**src/pcpp_pkg.sv**
```systemverilog
package pcpp_pkg;

   // ------------------------------------------------------------------
   // Register widths and reset values
   // ------------------------------------------------------------------
   localparam int PRIM_W = 20;
   localparam int ENH_W = 8;
   localparam int BUS_W = 8;
   localparam int MAIN_W = 9;
   localparam int REF_W = 6;
   localparam int SWL_W = 4;
   localparam logic [19:0] PRIM_RST = 20'h00000;
   localparam logic [7:0] ENH_RST = 8'h00;

   // ------------------------------------------------------------------
   // Primary word layout, high nibble group first as it is shifted in
   // ------------------------------------------------------------------
   localparam int F_REF_HI = 18;
   localparam int F_MAIN_HI = 16;
   localparam int F_PRE = 15;
   localparam int F_MAIN_LO = 8;
   localparam int F_REF_LO = 4;
   localparam int F_SWL = 0;

   // ------------------------------------------------------------------
   // Bit positions of the sampled pin vector
   // ------------------------------------------------------------------
   localparam int P_SCLK = 0;
   localparam int P_SDATA = 1;
   localparam int P_SLOAD_N = 2;
   localparam int P_HOP = 3;
   localparam int P_EWR = 4;
   localparam int P_MLOW = 5;
   localparam int P_MHIGH = 6;
   localparam int P_SWL = 7;
   localparam int P_SBANK = 8;
   localparam int P_PBANK = 9;
   localparam int P_SSEL = 10;
   localparam int P_DSEL = 11;
   localparam int P_ENH_N = 12;
   localparam int P_BUS = 13;
   localparam int P_DREF = 21;
   localparam int PIN_W = 27;

   typedef enum logic [1:0] {MODE_DIRECT, MODE_SERIAL, MODE_PARALLEL} pcpp_mode_e;

   function automatic logic [8:0] pcpp_main(input logic [19:0] w);
      pcpp_main = {w[F_MAIN_HI +: 2], w[F_MAIN_LO +: 7]};
   endfunction : pcpp_main

   function automatic logic [5:0] pcpp_ref(input logic [19:0] w);
      pcpp_ref = {w[F_REF_HI +: 2], w[F_REF_LO +: 4]};
   endfunction : pcpp_ref

   function automatic logic [3:0] pcpp_swl(input logic [19:0] w);
      pcpp_swl = w[F_SWL +: 4];
   endfunction : pcpp_swl

endpackage : pcpp_pkg

```
**src/pcpp_top.sv**
```systemverilog
`timescale 1ns/1ps
// Function
// - Serial bits shift in only while serial load strobe is low.
// - Rising serial load or hop strobe copies primary into secondary.
// - Shift clock rise shifts into primary, or enhancement when its write is high.
// - Serial mode: bank pick 1 uses primary, 0 uses secondary.
// - Parallel mode: bank pick 1 uses primary, 0 uses secondary.
// - Prescaler enable active low; high routes VCO around prescaler.
// - Parallel mode: enhancement write rise captures bus into enhancement register.
// - High nibble strobe rise loads bus[3:0] into ref[5:4], main[8:7].
// - Low byte strobe rise loads bus into prescaler bit, main[6:0].
// - Swallow strobe rise loads bus into ref[3:0], swallow[3:0].
// - Direct select 1 gives direct mode; else serial select picks serial/parallel.
// - Direct mode takes main[6:0] and four-bit swallow count from pins.
// - Parallel bus is eight bits, bit zero least significant.
// - Enhancement bits act only while enhancement enable is low.
module pcpp_top (
   input wire logic clk,
   input wire logic rst,
   input wire logic clk_en,
   input wire logic sclk,
   input wire logic sdata,
   input wire logic serial_load_n,
   input wire logic hop_strobe,
   input wire logic enh_write,
   input wire logic main_low_byte_strobe,
   input wire logic main_high_nibble_strobe,
   input wire logic swallow_strobe,
   input wire logic serial_bank_pick,
   input wire logic parallel_bank_pick,
   input wire logic serial_select,
   input wire logic direct_select,
   input wire logic enh_enable_n,
   input wire logic [7:0] pbus,
   input wire logic [5:0] direct_ref,
   output logic [8:0] main_count,
   output logic [5:0] ref_count,
   output logic [3:0] swallow_count,
   output logic prescaler_bypass,
   output logic [7:0] enh_bits,
   output logic [1:0] mode
);

   // ------------------------------------------------------------------
   // Pin sampling
   // ------------------------------------------------------------------
   logic [pcpp_pkg::PIN_W-1:0] pins;
   logic [pcpp_pkg::PIN_W-1:0] lvl;
   logic [pcpp_pkg::PIN_W-1:0] rise;

   assign pins = {direct_ref, pbus, enh_enable_n, direct_select, serial_select,
                  parallel_bank_pick, serial_bank_pick, swallow_strobe,
                  main_high_nibble_strobe, main_low_byte_strobe, enh_write,
                  hop_strobe, serial_load_n, sdata, sclk};

   pcpp_sync #(.W(pcpp_pkg::PIN_W)) u_sync (
      .clk(clk),
      .rst(rst),
      .clk_en(clk_en),
      .d(pins),
      .lvl(lvl),
      .rise(rise)
   );

   wire logic [7:0] bus_s = lvl[pcpp_pkg::P_BUS +: 8];
   wire logic [5:0] dref_s = lvl[pcpp_pkg::P_DREF +: 6];

   // ------------------------------------------------------------------
   // Mode decode
   // ------------------------------------------------------------------
   pcpp_pkg::pcpp_mode_e mode_r;
   pcpp_pkg::pcpp_mode_e mode_nxt;

   assign mode_nxt = lvl[pcpp_pkg::P_DSEL] ? pcpp_pkg::MODE_DIRECT :
                     lvl[pcpp_pkg::P_SSEL] ? pcpp_pkg::MODE_SERIAL :
                     pcpp_pkg::MODE_PARALLEL;

   wire logic is_ser = (mode_r == pcpp_pkg::MODE_SERIAL);
   wire logic is_par = (mode_r == pcpp_pkg::MODE_PARALLEL);

   // ------------------------------------------------------------------
   // Write decode
   // ------------------------------------------------------------------
   // Serial shifting is gated by the load strobe level so that a host
   // toggling the shift clock between frames cannot disturb the word.
   wire logic shift_ok = is_ser & rise[pcpp_pkg::P_SCLK] & ~lvl[pcpp_pkg::P_SLOAD_N];
   wire logic shift_prim = shift_ok & ~lvl[pcpp_pkg::P_EWR];
   wire logic shift_enh = shift_ok & lvl[pcpp_pkg::P_EWR];
   wire logic wr_enh_par = is_par & rise[pcpp_pkg::P_EWR];
   wire logic wr_mhigh = is_par & rise[pcpp_pkg::P_MHIGH];
   wire logic wr_mlow = is_par & rise[pcpp_pkg::P_MLOW];
   wire logic wr_swl = is_par & rise[pcpp_pkg::P_SWL];
   wire logic xfer = rise[pcpp_pkg::P_SLOAD_N] | rise[pcpp_pkg::P_HOP];

   // ------------------------------------------------------------------
   // Primary, secondary and enhancement registers
   // ------------------------------------------------------------------
   logic [19:0] prim_r;
   logic [19:0] prim_nxt;
   logic [19:0] sec_r;
   logic [7:0] enh_r;
   logic [7:0] enh_nxt;

   always_comb begin
      prim_nxt = prim_r;
      if (shift_prim) begin
         prim_nxt = {prim_r[18:0], lvl[pcpp_pkg::P_SDATA]};
      end
      if (wr_mhigh) begin
         prim_nxt[pcpp_pkg::F_REF_HI +: 2] = bus_s[3:2];
         prim_nxt[pcpp_pkg::F_MAIN_HI +: 2] = bus_s[1:0];
      end
      if (wr_mlow) begin
         prim_nxt[pcpp_pkg::F_PRE] = bus_s[7];
         prim_nxt[pcpp_pkg::F_MAIN_LO +: 7] = bus_s[6:0];
      end
      if (wr_swl) begin
         prim_nxt[pcpp_pkg::F_REF_LO +: 4] = bus_s[7:4];
         prim_nxt[pcpp_pkg::F_SWL +: 4] = bus_s[3:0];
      end
   end

   assign enh_nxt = shift_enh ? {enh_r[6:0], lvl[pcpp_pkg::P_SDATA]} :
                    wr_enh_par ? bus_s : enh_r;

   always_ff @(posedge clk or posedge rst) begin
      if (rst) begin
         prim_r <= pcpp_pkg::PRIM_RST;
         enh_r <= pcpp_pkg::ENH_RST;
         mode_r <= pcpp_pkg::MODE_DIRECT;
      end else if (clk_en) begin
         prim_r <= prim_nxt;
         enh_r <= enh_nxt;
         mode_r <= mode_nxt;
      end
   end

   // A transfer takes the primary word as it stood before any write of
   // the same cycle, so a strobe coinciding with a hop never half-lands.
   always_ff @(posedge clk or posedge rst) begin
      if (rst) begin
         sec_r <= pcpp_pkg::PRIM_RST;
      end else if (clk_en && xfer) begin
         sec_r <= prim_r;
      end
   end

   // ------------------------------------------------------------------
   // Counter source selection
   // ------------------------------------------------------------------
   // In direct mode the swallow bits share pins with the parallel-mode
   // controls; the main high bits have no pin and read as zero.
   wire logic [3:0] dir_swl = {lvl[pcpp_pkg::P_SSEL], lvl[pcpp_pkg::P_MHIGH],
                               lvl[pcpp_pkg::P_EWR], lvl[pcpp_pkg::P_PBANK]};
   wire logic pick_prim = is_ser ? lvl[pcpp_pkg::P_SBANK] : lvl[pcpp_pkg::P_PBANK];
   wire logic [19:0] word_sel = pick_prim ? prim_r : sec_r;

   logic [8:0] main_sel;
   logic [5:0] ref_sel;
   logic [3:0] swl_sel;
   logic pre_sel;

   always_comb begin
      unique case (mode_r)
         pcpp_pkg::MODE_DIRECT: begin
            main_sel = {2'h0, bus_s[6:0]};
            ref_sel = dref_s;
            swl_sel = dir_swl;
            pre_sel = bus_s[7];
         end
         pcpp_pkg::MODE_SERIAL, pcpp_pkg::MODE_PARALLEL: begin
            main_sel = pcpp_pkg::pcpp_main(word_sel);
            ref_sel = pcpp_pkg::pcpp_ref(word_sel);
            swl_sel = pcpp_pkg::pcpp_swl(word_sel);
            pre_sel = word_sel[pcpp_pkg::F_PRE];
         end
         default: begin
            main_sel = 9'h000;
            ref_sel = 6'h00;
            swl_sel = 4'h0;
            pre_sel = 1'b0;
         end
      endcase
   end

   // ------------------------------------------------------------------
   // Registered outputs
   // ------------------------------------------------------------------
   logic [8:0] main_r;
   logic [5:0] ref_r;
   logic [3:0] swl_r;
   logic byp_r;
   logic [7:0] enh_out_r;

   always_ff @(posedge clk or posedge rst) begin
      if (rst) begin
         main_r <= 9'h000;
         ref_r <= 6'h00;
         swl_r <= 4'h0;
         byp_r <= 1'b0;
         enh_out_r <= pcpp_pkg::ENH_RST;
      end else if (clk_en) begin
         main_r <= main_sel;
         ref_r <= ref_sel;
         swl_r <= swl_sel;
         byp_r <= pre_sel;
         enh_out_r <= lvl[pcpp_pkg::P_ENH_N] ? 8'h00 : enh_r;
      end
   end

   assign main_count = main_r;
   assign ref_count = ref_r;
   assign swallow_count = swl_r;
   assign prescaler_bypass = byp_r;
   assign enh_bits = enh_out_r;
   assign mode = mode_r;
endmodule : pcpp_top

```
**src/pcpp_sync.sv**
```systemverilog
`timescale 1ns/1ps
module pcpp_sync #(
   parameter int W = 1
) (
   input wire logic clk,
   input wire logic rst,
   input wire logic clk_en,
   input wire logic [W-1:0] d,
   output logic [W-1:0] lvl,
   output logic [W-1:0] rise
);

   logic [W-1:0] meta_r;
   logic [W-1:0] lvl_r;
   logic [W-1:0] prev_r;
   logic [1:0] warm_r;
   logic armed;

   // ------------------------------------------------------------------
   // Edge finding warm-up
   // ------------------------------------------------------------------
   // Edges are held back until the third flop carries a real pin level,
   // so a pin that idles high cannot fake a rise just after reset.
   always_ff @(posedge clk or posedge rst) begin
      if (rst) begin
         warm_r <= 2'h0;
      end else if (clk_en && !armed) begin
         warm_r <= warm_r + 2'h1;
      end
   end

   assign armed = (warm_r == 2'h3);

   // ------------------------------------------------------------------
   // Two-flop synchroniser per pin, third flop for edge finding
   // ------------------------------------------------------------------
   genvar i;
   generate
      for (i = 0; i < W; i++) begin : g_bit
         always_ff @(posedge clk or posedge rst) begin
            if (rst) begin
               meta_r[i] <= 1'b0;
               lvl_r[i] <= 1'b0;
               prev_r[i] <= 1'b0;
            end else if (clk_en) begin
               meta_r[i] <= d[i];
               lvl_r[i] <= meta_r[i];
               prev_r[i] <= lvl_r[i];
            end
         end
         assign rise[i] = lvl_r[i] & ~prev_r[i] & armed;
      end
   endgenerate

   assign lvl = lvl_r;

endmodule : pcpp_sync

```
**config.mk**
```make
export PLATFORM = sky130hd
export DESIGN_NAME = pcpp_top
export DESIGN_NICKNAME = d
export VERILOG_FILES = /design/src/pcpp_pkg.sv /design/src/pcpp_top.sv /design/src/pcpp_sync.sv
export SDC_FILE = /design/constraint.sdc
export NUM_CORES = 1
export LEC_CHECK = 0
export ABC_AREA = 1
export CORE_MARGIN = 5
export CORE_UTILIZATION = 50
export CTS_CLUSTER_SIZE = 25
export DETAILED_ROUTE_END_ITERATION = 10
export DONT_BUFFER_PORTS = 1
export PLACE_DENSITY_LB_ADDON = 0.1
export SETUP_SLACK_MARGIN = 0.2
export SLEW_MARGIN = 20
export SYNTH_ARGS = -nofsm -noshare
export SYNTH_HDL_FRONTEND = slang
export SYNTH_SLANG_ARGS = --single-unit
```
**constraint.sdc**
```tcl
create_clock -name clk -period 9.18 [get_ports clk]
set_input_delay 0.459 -clock clk [delete_from_list [all_inputs] [get_ports clk]]
set_output_delay 0.459 -clock clk [all_outputs]
set_load 0.05 [all_outputs]
```
=== Word-level counts from Yosys, hierarchy flattened ===
Index checks and enable logic that the tools add are counted.

* Reductions and logical operators: 13
* Bitwise logic cells: 32
* Equal/unequal tests: 3
* Muxes and demuxes: 15
* $add $sub $neg: 1

{| class="wikitable"
|+ Operators with widths
! kind !! count
|-
| $mux W20 || 2
|-
| $mux W8 || 5
|-
| $and A1 B1 Y1 || 22
|-
| $pmux W9 S2 || 1
|-
| $pmux W6 S2 || 1
|-
| $not A1 Y1 || 9
|-
| $pmux W4 S2 || 1
|-
| $reduce_and A2 Y1 || 4
|-
| $reduce_bool A2 Y1 || 4
|-
| $eq A2 B2 Y1 const B || 2
|-
| $mux W2 || 2
|-
| $mux W4 || 1
|-
| $add A2 B1 Y2 const B || 1
|-
| $eq A2 B1 Y1 const B || 1
|-
| $logic_and A1 B1 Y1 || 2
|-
| $logic_not A2 Y1 || 1
|-
| $pmux W1 S2 || 1
|-
| $reduce_or A2 Y1 || 1
|-
| $logic_not A1 Y1 || 1
|-
| $mux W1 || 1
|-
| $or A1 B1 Y1 || 1
|}

* Word-level logic and storage cells: 137
* Output and inout bits: 30
* Register bits after elaboration: 141

=== Longest topological paths before layout ===
* Depth after elaboration: 8
* Mapped depth: 10
* Depth with buffers taken out: 9

=== By module ===
A second synthesis with hierarchy kept.

* Cells, all modules: 909
* Area total of the unflattened synthesis: 7363.3 µm²

{| class="wikitable"
|+ By module, submodules not included
! module !! times used !! area an instance (µm²) !! seq. area each (µm²) !! cells an instance
|-
| pcpp_top || 1 || 4046.4 || 1951.9 || 551
|-
| pcpp_sync || 1 || 3316.9 || 2077.0 || 358
|}

=== Worst setup path before layout ===
No wires, ideal clock.

* Path kind: register to register
* Start point: register mode_r[0] (netlist: mode[0])
* End point: register swl_r[0] (netlist: swallow_count[0])
* Clock period less this slack: 1833 ps
* Stages on the path, launching flop included: 9
* Path buffers: 2
* Arrival: 1767 ps
* Setup time: 65 ps
* Slack: 7347 ps
* Data required time: 9115 ps
* Cells stage by stage: dfrtp_1 > inv_1 > ha_1 > clkbuf_1 > buf_4 > nand3_1 > nand2_1 > nand2_2 > nand2_2

* Longest elaborated chain between the ends: 4

{| class="wikitable"
|+ Ends and longest elaborated chain
! item !! RTL line !! RTL
|-
| start, declared || pcpp_top.sv:71 || <nowiki>pcpp_pkg::pcpp_mode_e mode_r;</nowiki>
|-
| start signal, assigned || pcpp_top.sv:130 || <nowiki>mode_r <= pcpp_pkg::MODE_DIRECT;</nowiki>
|-
| start signal, assigned || pcpp_top.sv:134 || <nowiki>mode_r <= mode_nxt;</nowiki>
|-
| $eq A2 B1 Y1 || pcpp_top.sv:78, pcpp_top.sv:164 ||
|-
| $mux W1 || pcpp_top.sv:155 || <nowiki>wire logic pick_prim = is_ser ? lvl[pcpp_pkg::P_SBANK] : lvl[pcpp_pkg::P_PBANK];</nowiki>
|-
| $mux W20 || pcpp_top.sv:156 || <nowiki>wire logic [19:0] word_sel = pick_prim ? prim_r : sec_r;</nowiki>
|-
| $pmux W4 S2 * || pcpp_top.sv:164 || <nowiki>unique case (mode_r)</nowiki>
|-
| end signal, assigned || pcpp_top.sv:205 || <nowiki>swl_r <= swl_sel;</nowiki>
|-
| end, declared || pcpp_top.sv:191 || <nowiki>logic [3:0] swl_r;</nowiki>
|}

Every way passes the cells marked *; elsewhere a longest branch is shown, timed or not.
A chain may end at the register's enable or synchronous reset.

=== Final worst setup path ===
* Start point: register mode_r[0] (netlist: mode[0])
* End point: register prim_r[17]

* Longest elaborated chain between the ends: 6

{| class="wikitable"
|+ Ends and longest elaborated chain
! item !! RTL line !! RTL
|-
| $eq A2 B1 Y1 || pcpp_top.sv:78 || <nowiki>wire logic is_ser = (mode_r == pcpp_pkg::MODE_SERIAL);</nowiki>
|-
| $and A1 B1 Y1 (2 in series) || pcpp_top.sv:86 || <nowiki>wire logic shift_ok = is_ser & rise[pcpp_pkg::P_SCLK] & ~lvl[pcpp_pkg::P_SLOAD_N];</nowiki>
|-
| $and A1 B1 Y1 || pcpp_top.sv:87 || <nowiki>wire logic shift_prim = shift_ok & ~lvl[pcpp_pkg::P_EWR];</nowiki>
|-
| $reduce_bool A2 Y1 (no source line) || -- ||
|-
| $reduce_and A2 Y1 (no source line) || -- ||
|-
| end signal, assigned || pcpp_top.sv:128 || <nowiki>prim_r <= pcpp_pkg::PRIM_RST;</nowiki>
|-
| end signal, assigned || pcpp_top.sv:132 || <nowiki>prim_r <= prim_nxt;</nowiki>
|-
| end, declared || pcpp_top.sv:98 || <nowiki>logic [19:0] prim_r;</nowiki>
|}

Parallel ways exist; a longest one is shown, timed or not.

==> key figures <==
Worst setup path
  – Critical path required time: about 9.5 ns
  – CP dominant cell by count: nand2_1
  – Worst-path cell chain: inv_1, ha_1, nand2_1, clkinv_1, nand2_1, nand2_2, nand2_2, nand2_1, nand2_1
  – Startpoint Class: flip-flop
  – Worst r2r path cells: 9
  – CP arrival: ~2.9 ns
  – Worst-path maximum fanout: 24
  – WP buf/inv: 2
  – Crit-path slowest cell: dfrtp_1
  – Worst Setup End Kind: flip-flop
  – Top Family by Delay on Critical Path: simple AND/OR/NAND/NOR gates
  – Critical path class: flip-flop to flip-flop
  – Critical path depth: 9
  – Delay of the slowest critical-path stage: roughly 0.68 ns

STA
  – F_max: 0.397 GHz
  – Final Cycle Share: a little over a quarter
  – Max Clock Skew: roughly 0.0081 ns
  – Tmin final: approximately 2.5 ns
  – Hold Vio Cnt, Final: 0
  – Slew HR: between 40% and 50%
  – Worst Max-Slew Pin Slew: about 0.8 ns
  – Slew Limit Fails: 0
  – TNS Setup: 0 ns
  – Setup-failing EPs final: 0
  – RSZ-0062 raised after global routing: false

Finish
  – Sequential cell area: between 0.003 and 0.004 mm2
  – Share of layout cells above drive strength 1: 7.57%
  – Area Overhead vs Synth: 9.47%
  – Antenna Diode Count: 0
  – Area occupied by multi-input gates: approximately 0.0026 mm2
  – Design area: 0.00721 mm2
  – Most frequent cells in the layout: 397 x nand2_1, 141 x dfrtp_1, 113 x nand3_1
  – Commonest non-fill, non-tap cell in the layout: nand2_1
  – FILL cells: about 1200
  – Nets: around 850

Drt
  – Vias/cell: 5.21
  – Routed WL: roughly 15 mm
  – DR WL/cell: between 15 and 20 um
  – DR iter-0 viols: ~400
  – DRC viols: 0
  – Vias after detailed routing: 5253
  – Final ANT Viol Nets: 0
  – First-pass DRT Iterations: 5

Synthesis
  – Asr flop ratio synth: between 90% and 100%
  – Syn Nets: between 800 and 900
  – EDFF count, synth: 0
  – Post-synthesis sequential element count: ~140
  – Register area share after synthesis: between 50% and 60%
  – Synth Instances: between 800 and 900
  – Post-synth cell types: 25
  – Mapped cell area: between 0.006 and 0.007 mm2
  – Mean Syn Cell Area: ~7.9 um2
  – Main synth FF type: dfrtp_1
  – Ys Warns: 0

Global routing
  – Total grt overflow: 0
  – Initial antenna violation count: 0
  – Gr usage total: 20.8%
  – First-pass GRT wire length: around 26 mm
  – Largest net degree at the start of global routing: around 110
  – Vias in the first global route: 5142

Pwr
  – VDD IR max: ~0.16 mV
  – Pleak: between 0.003 and 0.004 uW
  – PwrDens: between 200 and 250 mW/mm2

Clock tree
  – Clk slew on worst S/H paths: approximately 0.060 ns
  – Clk_lat worst skew: between 0.4 and 0.5 ns
  – Setup bufs post-CTS: 0
  – Root Buffer: clkbuf_16
  – H-tree depth: 4
  – Clk buf depth: 2
  – TritonCTS Sinks: 141
  – Cts bufs inserted: 17
  – CTS tree: yes
  – Hold_buf cts: 0
  – Post_cts resized: 0

Floorplanning
  – Die area: between 0.015 and 0.02 mm2
  – Ports: 60
  – Cell Rows: 42
  – Die Wd: between 100 and 150 um
  – Die Height: between 100 and 150 um
  – Core ar.: between 0.01 and 0.015 mm2
  – Initial core utilization: 50.4%

Placement
  – GP Congestion: 0.823
  – DP Area: about 0.0066 mm2
  – I/O Buffers: 0
  – Post-DP HPWL: ~10 mm

Outcome
  – Status: finished, final reports clean

Flow run
  – Max Cap Viol: 0

Hold path
  – Hold Crit Class: primary input to async pin
-- routing by layer --
layer	part of all wire [%]	wire [um]	vias to the layer above	GRT usage, %
li1	-	-	2587	-
met1	46	7050	2509	27.5
met2	47	7160	127	33.2
met3	4.0	604	30	4.20
met4	2.5	376	0	9.28
met5	0	0	-	0
-- cells by family (layout without fill, tap and decap cells) --
group / after synthesis / in the layout / synth area share (%)
and+or+nand+nor: 540 / 540 / 34.7
AOI/OAI and AO/OA: 49 / 49 / 4.04
DFF: 141 / 141 / 53.5
adders and majority gates: 5 / 5 / 0.949
xor gates and xnor gates: 1 / 1 / 0.133
buffers and inverters: 99 / 96 / 6.65
-- worst paths after layout --
path	slack (ns)	startpoint	endpoint
worst min register to register	0.47	u_sync.meta_r[8]	u_sync.meta_r[8]
max in group asynchronous	7.87	rst	u_sync.lvl[13]
worst max register to register	6.66	mode[0]	prim_r[17]
worst min-delay path	0.05	rst	main_count[2]
worst max-delay path	6.66	mode[0]	prim_r[17]
min in group clk	0.15	enh_write	u_sync.meta_r[4]
-- final cells by class --
cell class                 count  area share [%]
sequential                   141            48.9
inverter                      62            3.30
multi-input combinational    595            36.4
clock buffer                  21            6.52
tap                          176            3.05
clock inverter                11            1.61
timing repair buffer           2           0.208
-- where the power goes --
group          total [uW]  switching [uW]  leakage (uW)  internal (uW)
registers             870             169       0.00185            701
logic                 227             154       0.00173           72.6
clock network         674             255      0.000285            419
-- state kept, by name (all words and copies together) (netlist names), 4 cells and up --
name / count
u_sync.lvl: 27
u_sync.meta_r: 27
prim_r: 20
sec_r: 20
main_count: 9
enh_bits: 8
enh_r: 8
u_sync.prev_r: 7
ref_count: 6
swallow_count: 4
-- stage by stage --
step	hold WS (ns)	util [%]	power, uW	worst slack (ns)	std cells
6_report	0.0505	55.1	1770	6.66	1008
5_1_grt	0.124	55.1	1860	6.45	1008
4_1_cts	0.0768	55.1	1790	6.67	1008
3_5_place_dp	0.459	50.7	1110	6.69	976
3_3_place_gp	0.454	50.6	1100	6.76	976
2_1_floorplan	0.437	-	1050	4.94	835
-- synthesized netlist by cell type, types with 4 or more instances --
master / number / share of area (%)
o21ai_1: 13 / 0.99
nand3_1: 113 / 8.6
buf_2: 26 / 2.0
nor2_1: 5 / 0.28
buf_4: 5 / 0.57
nand2_2: 10 / 0.95
ha_1: 5 / 0.95
dfrtp_1: 141 / 54
inv_1: 57 / 3.2
o21ai_0: 32 / 2.4
nand2_4: 5 / 0.85
clkbuf_1: 4 / 0.23
nand2_1: 398 / 23
Power figures use the tool's default switching activity.
